<file path="config.mk">
export PLATFORM = sky130hd
export DESIGN_NAME = acc_core_clock_config
export DESIGN_NICKNAME = d
export VERILOG_FILES = /design/src/acc_pkg.sv /design/src/acc_clk_div.sv /design/src/acc_core_clock_config.sv /design/src/acc_src_mux.sv
export SDC_FILE = /design/constraint.sdc
export NUM_CORES = 1
export LEC_CHECK = 0
export ABC_AREA = 1
export BUFFER_PORTS_ARGS = -buffer_cell sky130_fd_sc_hd__buf_2
export CAP_MARGIN = 20
export CORE_ASPECT_RATIO = 0.8
export CORE_MARGIN = 5
export CORE_UTILIZATION = 61
export CTS_CLUSTER_SIZE = 10
export DETAILED_ROUTE_END_ITERATION = 12
export HOLD_SLACK_MARGIN = 0.15
export PLACE_DENSITY = 0.81
export SLEW_MARGIN = 20
export SYNTH_ARGS = -nofsm -noshare
export SYNTH_HDL_FRONTEND = slang
export SYNTH_HIERARCHICAL = 1
export SYNTH_SLANG_ARGS = --single-unit
</file>
<file path="constraint.sdc">
create_clock -name core_clk -period 1.6 [get_ports core_clk]
set_input_delay 0.08 -clock core_clk [delete_from_list [all_inputs] [get_ports core_clk]]
set_output_delay 0.08 -clock core_clk [all_outputs]
set_load 0.01 [all_outputs]
</file>
<file path="src/acc_pkg.sv">
/*
 * Constants for the converter clock and core-enable configuration block.
 * Assumes a 16-bit register reached over a plain strobe port.
 */
package acc_pkg;
    // ******************************************************************
    // Register map
    // ******************************************************************
    localparam logic [3:0] ADDR_CLK_CORE_EN = 4'h0;
    localparam logic [3:0] ADDR_CLK_STATUS = 4'h1;
    localparam logic [3:0] ADDR_SHARED_DIV = 4'h2;
    localparam logic [3:0] ADDR_CORE_DIV0 = 4'h3;
    localparam int NUM_DED_CORES = 4;
    localparam int DATA_W = 16;
    localparam int CORE_DIV_W = 7;
    // ******************************************************************
    // Field layout
    // ******************************************************************
    localparam int SRC_SEL_MSB = 15;
    localparam int SRC_SEL_LSB = 14;
    localparam int COM_DIV_MSB = 13;
    localparam int COM_DIV_LSB = 8;
    localparam int COM_DIV_W = 6;
    localparam int SHR_EN_BIT = 7;
    localparam int DED_EN_MSB = 3;
    localparam int DED_EN_LSB = 0;
    localparam logic [15:0] CFG_WRITE_MASK = 16'hFF8F;
    localparam logic [15:0] CFG_RESET = 16'h0000;
    localparam logic [6:0] CORE_DIV_RESET = 7'h00;
    // ******************************************************************
    // Source selection codes
    // ******************************************************************
    typedef enum logic [1:0] {
        SRC_SYS_A = 2'h0,
        SRC_SYS_B = 2'h1,
        SRC_FRC = 2'h2,
        SRC_AUXILIARY_PLL_OUTPUT = 2'h3
    } acc_src_t;
endpackage : acc_pkg

</file>
<file path="src/acc_clk_div.sv">
/*
 * Enable-pulse divider: pulses once every (divisor + 1) input enables.
 * Assumes inEn is a one-cycle pulse on core_clk.
 */
`timescale 1ns/10ps
module acc_clk_div #(
    parameter int W = 6
) (
    // Clock and reset
    input wire logic core_clk,
    input wire logic resetn,
    // Control
    input wire logic run,
    input wire logic [W-1:0] divisor,
    input wire logic inEn,
    // Output
    output logic outEn
);
    logic [W-1:0] count_reg;
    logic [W-1:0] count_next;
    logic outEn_next;
    wire logic atTerm = (count_reg >= divisor);

    // Period is divisor + 1 input pulses
    assign count_next = (!run) ? '0 : (inEn ? (atTerm ? '0 : count_reg + 1'b1) : count_reg);
    assign outEn_next = run && inEn && atTerm;

    always_ff @(posedge core_clk or negedge resetn) begin
        if (!resetn) begin
            count_reg <= '0;
            outEn <= 1'b0;
        end else begin
            count_reg <= count_next;
            outEn <= outEn_next;
        end
    end
endmodule : acc_clk_div

</file>
<file path="src/acc_core_clock_config.sv">
/*
 * Converter clock and core-enable configuration register with clock enables.
 * Assumes source enables arrive as pulses on core_clk; a plain strobe bus.
 */
// Functional notes
// - Source select 11 picks PLL, 10 picks RC, others system-derived
// - Six-bit divider makes one common core source clock for all cores
// - Common period equals field value plus one source periods
// - Each core divides the common clock by its own divider
// - Bit 7 enables the shared core
// - Bits 3 to 0 enable dedicated cores 3 to 0
`timescale 1ns/10ps
module acc_core_clock_config #(
    parameter int NCORE = acc_pkg::NUM_DED_CORES
) (
    // Clock and reset
    input wire logic core_clk,
    input wire logic resetn,
    // Register port
    input wire logic [3:0] regAddr,
    input wire logic [15:0] regWrData,
    input wire logic regWr,
    input wire logic regRd,
    output logic [15:0] regRdData,
    // Source clock enables
    input wire logic sysClkEn,
    input wire logic sysClkX2En,
    input wire logic fastRcOscEn,
    input wire logic auxPllOutEn,
    // Core clocks and enables
    output logic commonCoreSrcEn,
    output logic sharedCoreClkEn,
    output logic [NCORE-1:0] dedCoreClkEn,
    output logic sharedCoreEnable,
    output logic [NCORE-1:0] dedCoreEnable
);
    // ******************************************************************
    // Registers
    // ******************************************************************
    logic [15:0] cfg_reg;
    logic [15:0] cfg_next;
    logic [6:0] shrDiv_reg;
    logic [6:0] shrDiv_next;
    logic [6:0] coreDiv_reg [NCORE];
    logic [6:0] coreDiv_next [NCORE];
    logic moduleSrcEn;
    logic [NCORE-1:0] dedClkRaw;
    logic shrClkRaw;

    wire logic cfgHit = (regAddr == acc_pkg::ADDR_CLK_CORE_EN);
    wire logic shrHit = (regAddr == acc_pkg::ADDR_SHARED_DIV);
    // Masked write keeps reserved bits at zero
    assign cfg_next = (regWr && cfgHit) ? (regWrData & acc_pkg::CFG_WRITE_MASK) : cfg_reg;
    assign shrDiv_next = (regWr && shrHit) ? regWrData[6:0] : shrDiv_reg;

    wire logic [1:0] srcSel = cfg_reg[acc_pkg::SRC_SEL_MSB:acc_pkg::SRC_SEL_LSB];
    wire logic [5:0] comDiv = cfg_reg[acc_pkg::COM_DIV_MSB:acc_pkg::COM_DIV_LSB];
    assign sharedCoreEnable = cfg_reg[acc_pkg::SHR_EN_BIT];
    assign dedCoreEnable = cfg_reg[acc_pkg::DED_EN_MSB:acc_pkg::DED_EN_LSB];

    always_ff @(posedge core_clk or negedge resetn) begin
        if (!resetn) begin
            cfg_reg <= acc_pkg::CFG_RESET;
            shrDiv_reg <= acc_pkg::CORE_DIV_RESET;
        end else begin
            cfg_reg <= cfg_next;
            shrDiv_reg <= shrDiv_next;
        end
    end

    genvar g;
    generate
        for (g = 0; g < NCORE; g++) begin : gCoreDiv
            localparam logic [3:0] A = 4'(acc_pkg::ADDR_CORE_DIV0 + g);
            assign coreDiv_next[g] = (regWr && regAddr == A) ? regWrData[6:0] : coreDiv_reg[g];
            always_ff @(posedge core_clk or negedge resetn) begin
                if (!resetn) begin
                    coreDiv_reg[g] <= acc_pkg::CORE_DIV_RESET;
                end else begin
                    coreDiv_reg[g] <= coreDiv_next[g];
                end
            end
            // Per-core divider, runs only while the core is enabled
            acc_clk_div #(.W(acc_pkg::CORE_DIV_W)) uDedDiv (
                .core_clk(core_clk),
                .resetn(resetn),
                .run(dedCoreEnable[g]),
                .divisor(coreDiv_reg[g]),
                .inEn(commonCoreSrcEn),
                .outEn(dedClkRaw[g])
            );
        end
    endgenerate
    assign dedCoreClkEn = dedClkRaw;

    // ******************************************************************
    // Readback
    // ******************************************************************
    logic [15:0] rdMux;
    logic [15:0] statusWord;
    assign statusWord = {12'h000, sharedCoreEnable, 1'b0, srcSel};
    always_comb begin
        rdMux = 16'h0000;
        if (cfgHit) begin
            rdMux = cfg_reg;
        end else if (regAddr == acc_pkg::ADDR_CLK_STATUS) begin
            rdMux = statusWord;
        end else if (shrHit) begin
            rdMux = {9'h000, shrDiv_reg};
        end
        for (int i = 0; i < NCORE; i++) begin
            if (regAddr == 4'(acc_pkg::ADDR_CORE_DIV0 + i)) begin
                rdMux = {9'h000, coreDiv_reg[i]};
            end
        end
    end
    always_ff @(posedge core_clk or negedge resetn) begin
        if (!resetn) begin
            regRdData <= 16'h0000;
        end else if (regRd) begin
            regRdData <= rdMux;
        end else begin
            regRdData <= 16'h0000;
        end
    end

    // ******************************************************************
    // Clock tree
    // ******************************************************************
    acc_src_mux uSrcMux (
        .core_clk(core_clk),
        .resetn(resetn),
        .sel(srcSel),
        .srcEn({auxPllOutEn, fastRcOscEn, sysClkX2En, sysClkEn}),
        .moduleSrcEn(moduleSrcEn)
    );

    acc_clk_div #(.W(acc_pkg::COM_DIV_W)) uComDiv (
        .core_clk(core_clk),
        .resetn(resetn),
        .run(1'b1),
        .divisor(comDiv),
        .inEn(moduleSrcEn),
        .outEn(commonCoreSrcEn)
    );

    acc_clk_div #(.W(acc_pkg::CORE_DIV_W)) uShrDiv (
        .core_clk(core_clk),
        .resetn(resetn),
        .run(sharedCoreEnable),
        .divisor(shrDiv_reg),
        .inEn(commonCoreSrcEn),
        .outEn(shrClkRaw)
    );
    assign sharedCoreClkEn = shrClkRaw;

    // ******************************************************************
    // Checks
    // ******************************************************************
    property p_reserved_zero;
        @(posedge core_clk) disable iff (!resetn) cfg_reg[6:4] == 3'h0;
    endproperty
    a_reserved_zero: assert property (p_reserved_zero) else $error("reserved bits set");

    property p_write_lands;
        @(posedge core_clk) disable iff (!resetn)
            (regWr && cfgHit) |=> (cfg_reg == ($past(regWrData) & acc_pkg::CFG_WRITE_MASK));
    endproperty
    a_write_lands: assert property (p_write_lands) else $error("config write lost");

    property p_shared_en;
        @(posedge core_clk) disable iff (!resetn)
            (regWr && cfgHit) |=> sharedCoreEnable == $past(regWrData[7]);
    endproperty
    a_shared_en: assert property (p_shared_en) else $error("shared enable wrong");

    property p_ded_en;
        @(posedge core_clk) disable iff (!resetn)
            (regWr && cfgHit) |=> dedCoreEnable == $past(regWrData[3:0]);
    endproperty
    a_ded_en: assert property (p_ded_en) else $error("core enable wrong");

    property p_src_pll;
        @(posedge core_clk) disable iff (!resetn)
            (srcSel == acc_pkg::SRC_AUXILIARY_PLL_OUTPUT && auxPllOutEn) |=> moduleSrcEn;
    endproperty
    a_src_pll: assert property (p_src_pll) else $error("pll not selected");

    property p_src_frc;
        @(posedge core_clk) disable iff (!resetn)
            (srcSel == acc_pkg::SRC_FRC && !fastRcOscEn) |=> !moduleSrcEn;
    endproperty
    a_src_frc: assert property (p_src_frc) else $error("rc select leaks");

    property p_div_one;
        @(posedge core_clk) disable iff (!resetn)
            (comDiv == 6'h00 && moduleSrcEn && $stable(comDiv)) |=> commonCoreSrcEn;
    endproperty
    a_div_one: assert property (p_div_one) else $error("divide by one failed");

    property p_ded_off;
        @(posedge core_clk) disable iff (!resetn)
            !dedCoreEnable[0] |=> !dedCoreClkEn[0];
    endproperty
    a_ded_off: assert property (p_ded_off) else $error("disabled core clocked");

    property p_shr_off;
        @(posedge core_clk) disable iff (!resetn)
            !sharedCoreEnable |=> !sharedCoreClkEn;
    endproperty
    a_shr_off: assert property (p_shr_off) else $error("shared core clocked");

    property p_rd_zero;
        @(posedge core_clk) disable iff (!resetn) !regRd |=> regRdData == 16'h0000;
    endproperty
    a_rd_zero: assert property (p_rd_zero) else $error("read data not idle");

    // ******************************************************************
    // Source selection and divider chain checks
    // ******************************************************************
    // Every code must pass its own enable through the one-cycle mux stage
    property p_src_sys_a;
        @(posedge core_clk) disable iff (!resetn)
            (srcSel == acc_pkg::SRC_SYS_A && sysClkEn) |=> moduleSrcEn;
    endproperty
    a_src_sys_a: assert property (p_src_sys_a) else $error("system source lost");

    property p_src_sys_b;
        @(posedge core_clk) disable iff (!resetn)
            (srcSel == acc_pkg::SRC_SYS_B && sysClkX2En) |=> moduleSrcEn;
    endproperty
    a_src_sys_b: assert property (p_src_sys_b) else $error("doubled source lost");

    property p_src_frc_on;
        @(posedge core_clk) disable iff (!resetn)
            (srcSel == acc_pkg::SRC_FRC && fastRcOscEn) |=> moduleSrcEn;
    endproperty
    a_src_frc_on: assert property (p_src_frc_on) else $error("rc source lost");

    property p_src_pll_off;
        @(posedge core_clk) disable iff (!resetn)
            (srcSel == acc_pkg::SRC_AUXILIARY_PLL_OUTPUT && !auxPllOutEn) |=> !moduleSrcEn;
    endproperty
    a_src_pll_off: assert property (p_src_pll_off) else $error("pll select leaks");

    // No stage may pulse without a pulse one stage up
    property p_common_gated;
        @(posedge core_clk) disable iff (!resetn)
            !moduleSrcEn |=> !commonCoreSrcEn;
    endproperty
    a_common_gated: assert property (p_common_gated) else $error("common without source");

    property p_shr_gated;
        @(posedge core_clk) disable iff (!resetn)
            !commonCoreSrcEn |=> !sharedCoreClkEn;
    endproperty
    a_shr_gated: assert property (p_shr_gated) else $error("shared without common");

    property p_ded_gated;
        @(posedge core_clk) disable iff (!resetn)
            !commonCoreSrcEn |=> (dedCoreClkEn == '0);
    endproperty
    a_ded_gated: assert property (p_ded_gated) else $error("core clock without common");

    property p_ded_div_one;
        @(posedge core_clk) disable iff (!resetn)
            (dedCoreEnable[0] && coreDiv_reg[0] == '0 && commonCoreSrcEn) |=> dedCoreClkEn[0];
    endproperty
    a_ded_div_one: assert property (p_ded_div_one) else $error("core divide by one failed");

    property p_ded_all_off;
        @(posedge core_clk) disable iff (!resetn)
            (dedCoreClkEn & ~$past(dedCoreEnable)) == '0;
    endproperty
    a_ded_all_off: assert property (p_ded_all_off) else $error("disabled core pulsed");

    // ******************************************************************
    // Register checks
    // ******************************************************************
    property p_rd_reserved;
        @(posedge core_clk) disable iff (!resetn)
            (regRd && cfgHit) |=> (regRdData[6:4] == 3'h0);
    endproperty
    a_rd_reserved: assert property (p_rd_reserved) else $error("reserved bits read back");

    property p_rd_status;
        @(posedge core_clk) disable iff (!resetn)
            (regRd && regAddr == acc_pkg::ADDR_CLK_STATUS) |=>
                (regRdData == {12'h000, $past(sharedCoreEnable), 1'b0, $past(srcSel)});
    endproperty
    a_rd_status: assert property (p_rd_status) else $error("status readback wrong");

    property p_other_write;
        @(posedge core_clk) disable iff (!resetn)
            (regWr && !cfgHit) |=> $stable(cfg_reg);
    endproperty
    a_other_write: assert property (p_other_write) else $error("stray write hit config");

    property p_shr_div_write;
        @(posedge core_clk) disable iff (!resetn)
            (regWr && shrHit) |=> (shrDiv_reg == $past(regWrData[6:0]));
    endproperty
    a_shr_div_write: assert property (p_shr_div_write) else $error("shared divider lost");

    c_common: cover property (@(posedge core_clk) commonCoreSrcEn);
    c_shared: cover property (@(posedge core_clk) sharedCoreClkEn);
    c_ded: cover property (@(posedge core_clk) dedCoreClkEn[3]);
    c_pll: cover property (@(posedge core_clk) srcSel == acc_pkg::SRC_AUXILIARY_PLL_OUTPUT && moduleSrcEn);
    c_frc: cover property (@(posedge core_clk) srcSel == acc_pkg::SRC_FRC && moduleSrcEn);
endmodule : acc_core_clock_config

</file>
<file path="src/acc_src_mux.sv">
/*
 * Selects the module source clock enable from four candidate enables.
 * Assumes all candidate enables are one-cycle pulses on core_clk.
 */
`timescale 1ns/10ps
module acc_src_mux (
    // Clock and reset
    input wire logic core_clk,
    input wire logic resetn,
    // Select and candidates
    input wire logic [1:0] sel,
    input wire logic [3:0] srcEn,
    // Output
    output logic moduleSrcEn
);
    wire logic picked = srcEn[sel];

    always_ff @(posedge core_clk or negedge resetn) begin
        if (!resetn) begin
            moduleSrcEn <= 1'b0;
        end else begin
            moduleSrcEn <= picked;
        end
    end
endmodule : acc_src_mux

</file>
==> results.py <==
metrics = {
    "synth": {
        "ys_ff_latch": 112,
        "syn_area_per_cell_um2": 7.872,
        "ys.flop_type": "dfrtp_1",
        "synth_top_cell_area_share_pct": 41.06,
        "syn_area_um2": 6825,
        "synth_mux_area_share_pct": 1.595,
        "synth.most_common_cell": "nand2_1",
        "synth_top_family_by_area": "simple AND/OR/NAND/NOR gates",
        "synth-simple-area-share_pct": 29.39,
        "synthAdderAreaFrac_pct": 8.616,
        "ys_types": 31,
        "ys_warn_count": 6,
        "syn_inst": 867,
        "synth_common_cells": "nand2_1 (279), inv_1 (116), dfrtp_1 (112)",
        "synth_xor_area_share_pct": 1.668,
        "synth_top_cells_by_area": "dfrtp_1 (41%), nand2_1 (15%), ha_1 (8.6%)",
        "async_flop_share_pct": 100.0,
        "seq_area_frac_synth_pct": 41.06,
        "synth_edf_count": 0,
        "synth_top_area_cell": "dfrtp_1",
        "synth_compound_area_share_pct": 8.836,
    },
    "placement": {
        "io_buffers": 54,
        "dp_hpwl_um": 11050,
        "place_congestion": 0.8957,
        "dp_slack_ns": 0.09882,
        "post_dp_cell_area_um2": 7395,
    },
    "finish": {
        "fillers": 774,
        "drive_gt1_share_pct": 25.10,
        "fin_area_um2": 8242,
        "fin_nets": 1062,
        "areaGrowthSynthToFinish_pct": 20.75,
        "antenna_cells": 0,
        "post-route-util_pct": 75.68,
    },
    "worst_setup_path": {
        "path_delay_family": "simple AND/OR/NAND/NOR gates",
        "slowest_delay_ns": 0.41,
        "worstReg2RegEnd": "gCoreDiv[2].uDedDiv/count_reg[2]",
        "path_depth": 8,
        "timing.rr.start": "gCoreDiv[2].uDedDiv/count_reg[6]",
        "crit_path_start_kind": "flop",
        "worstSetupEndpointType": "flop",
        "cp.arrival_ns": 1.80,
        "cp.required_ns": 1.89,
        "crit_path_max_fanout": 7,
        "cp-startpoint": "gCoreDiv[2].uDedDiv/count_reg[6]",
        "critical_path.cell_chain": "ha_1 > nand2_1 > nand2_1 > a21oi_2 > nand2_2 > nor2_4 > nand2_1 > nand2_1",
        "critPathSlowestCell": "dfrtp_1",
        "rr_worst_depth": 8,
        "cp_common_cell": "nand2_1",
        "worst-setup-path-type": "reg2reg",
        "crit_buf_inv": 0,
        "cp-endpoint": "gCoreDiv[2].uDedDiv/count_reg[2]",
        "reg2reg_slack_ns": 0.09,
    },
    "floorplan": {
        "fp-row-count": 34,
        "io_pins": 55,
        "fp.dieH_um": 104.6,
        "dieWidth_um": 128.3,
        "initial_utilization_pct": 62.67,
        "fp.coreArea_um2": 10890,
        "die_area_um2": 13420,
    },
    "flow_run": {
        "drv_cap": 0,
    },
    "timing": {
        "setup_slack_ns": 0.09229,
        "finalHoldViolations": 0,
        "relSlewSlack_pct": 53.67,
        "whs_ns": 0.1659,
        "worst_pin_slew_ns": 0.6927,
        "period_share_pct": 94.23,
        "fin_crit_ns": 1.508,
        "fin_skew_ns": 0.006317,
        "tns_ns": 0,
        "final-setup-viol-count": 0,
        "slew_violations": 0,
        "max_freq_mhz": 663.3,
    },
    "detailed_routing": {
        "vias": 5958,
        "vias_per_cell": 5.245,
        "drtAntennaViolNets": 0,
        "drt_pass1_iterations": 6,
        "drt_wl_total_um": 16710,
        "wl_per_cell_um": 14.71,
        "drc": 0,
        "drt-initial-drc-count": 424,
    },
    "global_routing": {
        "overflow": 0,
        "grt_pass1_vias": 5503,
        "grt_max_degree": 52,
        "grt_first_pass_wirelength_um": 26500,
        "grt_util_all_layers_pct": 24.48,
        "antenna_found_initial": 0,
    },
    "clocking": {
        "cts_root_buf": "clkbuf_16",
        "htree_num_levels": 3,
        "cts_sinks": 112,
        "cts_tree": "done",
        "cts.clk_slew.worst_paths_ns": 0.07,
        "clk_path_buf_depth": 2,
        "clk_latency_ns": 0.35,
        "cts_made_buffers": 9,
    },
    "pwr": {
        "ir_worst_vdd_uv": 712.9,
        "pwr_density_cell_nw_per_um2": 951.8,
        "pwr-share-seq_pct": 43.7,
        "power.leakage_nw": 4.344,
        "p_int_w": 0.005349,
        "power_frac_clock_pct": 31.1,
        "combPwrFrac_pct": 25.2,
        "switching_power_w": 0.002495,
        "p_sw_share_pct": 31.81,
    },
    "min_path": {
        "hp-class": "in2reg",
    },
    "run_status": {
        "outcome": "finished, final reports clean",
    },
}
timing repair:
item | in CTS | in global routing
hold endpoints to repair | 130 | 0
endpoints found under the setup margin | 0 | 29
buffers inserted | 0 | 21
gates resized for setup | 0 | 27
hold buffers | 18 | 0
worst min path at each step:
stage / from / to / slack (ns) / depth (start not counted)
after floorplan: resetn / cfg_reg[0] / -0.22 / 0
after global placement: resetn / uShrDiv/outEn / -0.03 / 1
after detailed placement: resetn / uShrDiv/outEn / -0.03 / 1
after CTS: regWrData[6] / coreDiv_reg[20] / 0.16 / 3
after global routing: regWrData[1] / coreDiv_reg[8] / 0.16 / 3
final: regWrData[1] / coreDiv_reg[8] / 0.17 / 3
worst min-delay path, delay by kind of cell:
kind / cells / cell delay (ns)
buf+inv: 2 / 0.23
compound gates: 1 / 0.17
final cells by class:
class                      instances  area, um2  area share (%)
multi-input combinational        616       3611           43.81
sequential                       112       2809           34.08
timing repair buffer             120      838.3           10.17
inverter                         128      480.5           5.830
clock buffer                      11      242.7           2.945
tap                              144      180.2           2.186
clock inverter                     5      80.08          0.9716
through the flow:
step                instances  total power [W]
floorplan                 869         0.004612
global placement         1081         0.005088
detailed placement       1081         0.005137
CTS                      1115         0.007642
global route             1136         0.008270
finish                   1136         0.007844
cell usage in the layout (no fill, tap or decap), drive strengths merged:
master and n:
bufinv 2, o21ai 59, nand4 10, conb 3
nand2 299, nor2 96, xnor2 6, mux2 9
a21oi 30, clkbuf 11, o21bai 5, inv 127
nand3 45, clkinv 2, dlygate4sd3 18, xor2 7
ha 47, dfrtp 112, clkinvlp 2, buf 102
cells by family (layout without fill, tap and decap cells):
kind of cell             count (synthesis)  in the layout
AO/OA/AOI/OAI                           94             94
XOR/XNOR                                13             13
adder cells (fa/ha/maj)                 47             47
buffers and inverters                  141            264
flip-flops                             112            112
multiplexers                             9              9
other                                    1              3
AND/OR/NAND/NOR                        450            450
layer usage:
layer / part of all wire (%) / global-route usage [%] / wire [um]
met4: 2.2 / 7.045 / 370
met1: 45 / 34.73 / 7491
met3: 6.2 / 5.354 / 1037
met5: 0 / 0 / 0
met2: 47 / 37.96 / 7808
power by group through the flow:
stage,registers [W],clock network (W),logic [W]
2_1_floorplan,0.00339,0,0.00122
3_3_place_gp,0.00347,0,0.00162
3_5_place_dp,0.00348,0,0.00166
4_1_cts,0.00343,0.00247,0.00174
5_1_grt,0.00347,0.00258,0.00222
6_report,0.00343,0.00244,0.00198
(Power assumes the default switching activity.)
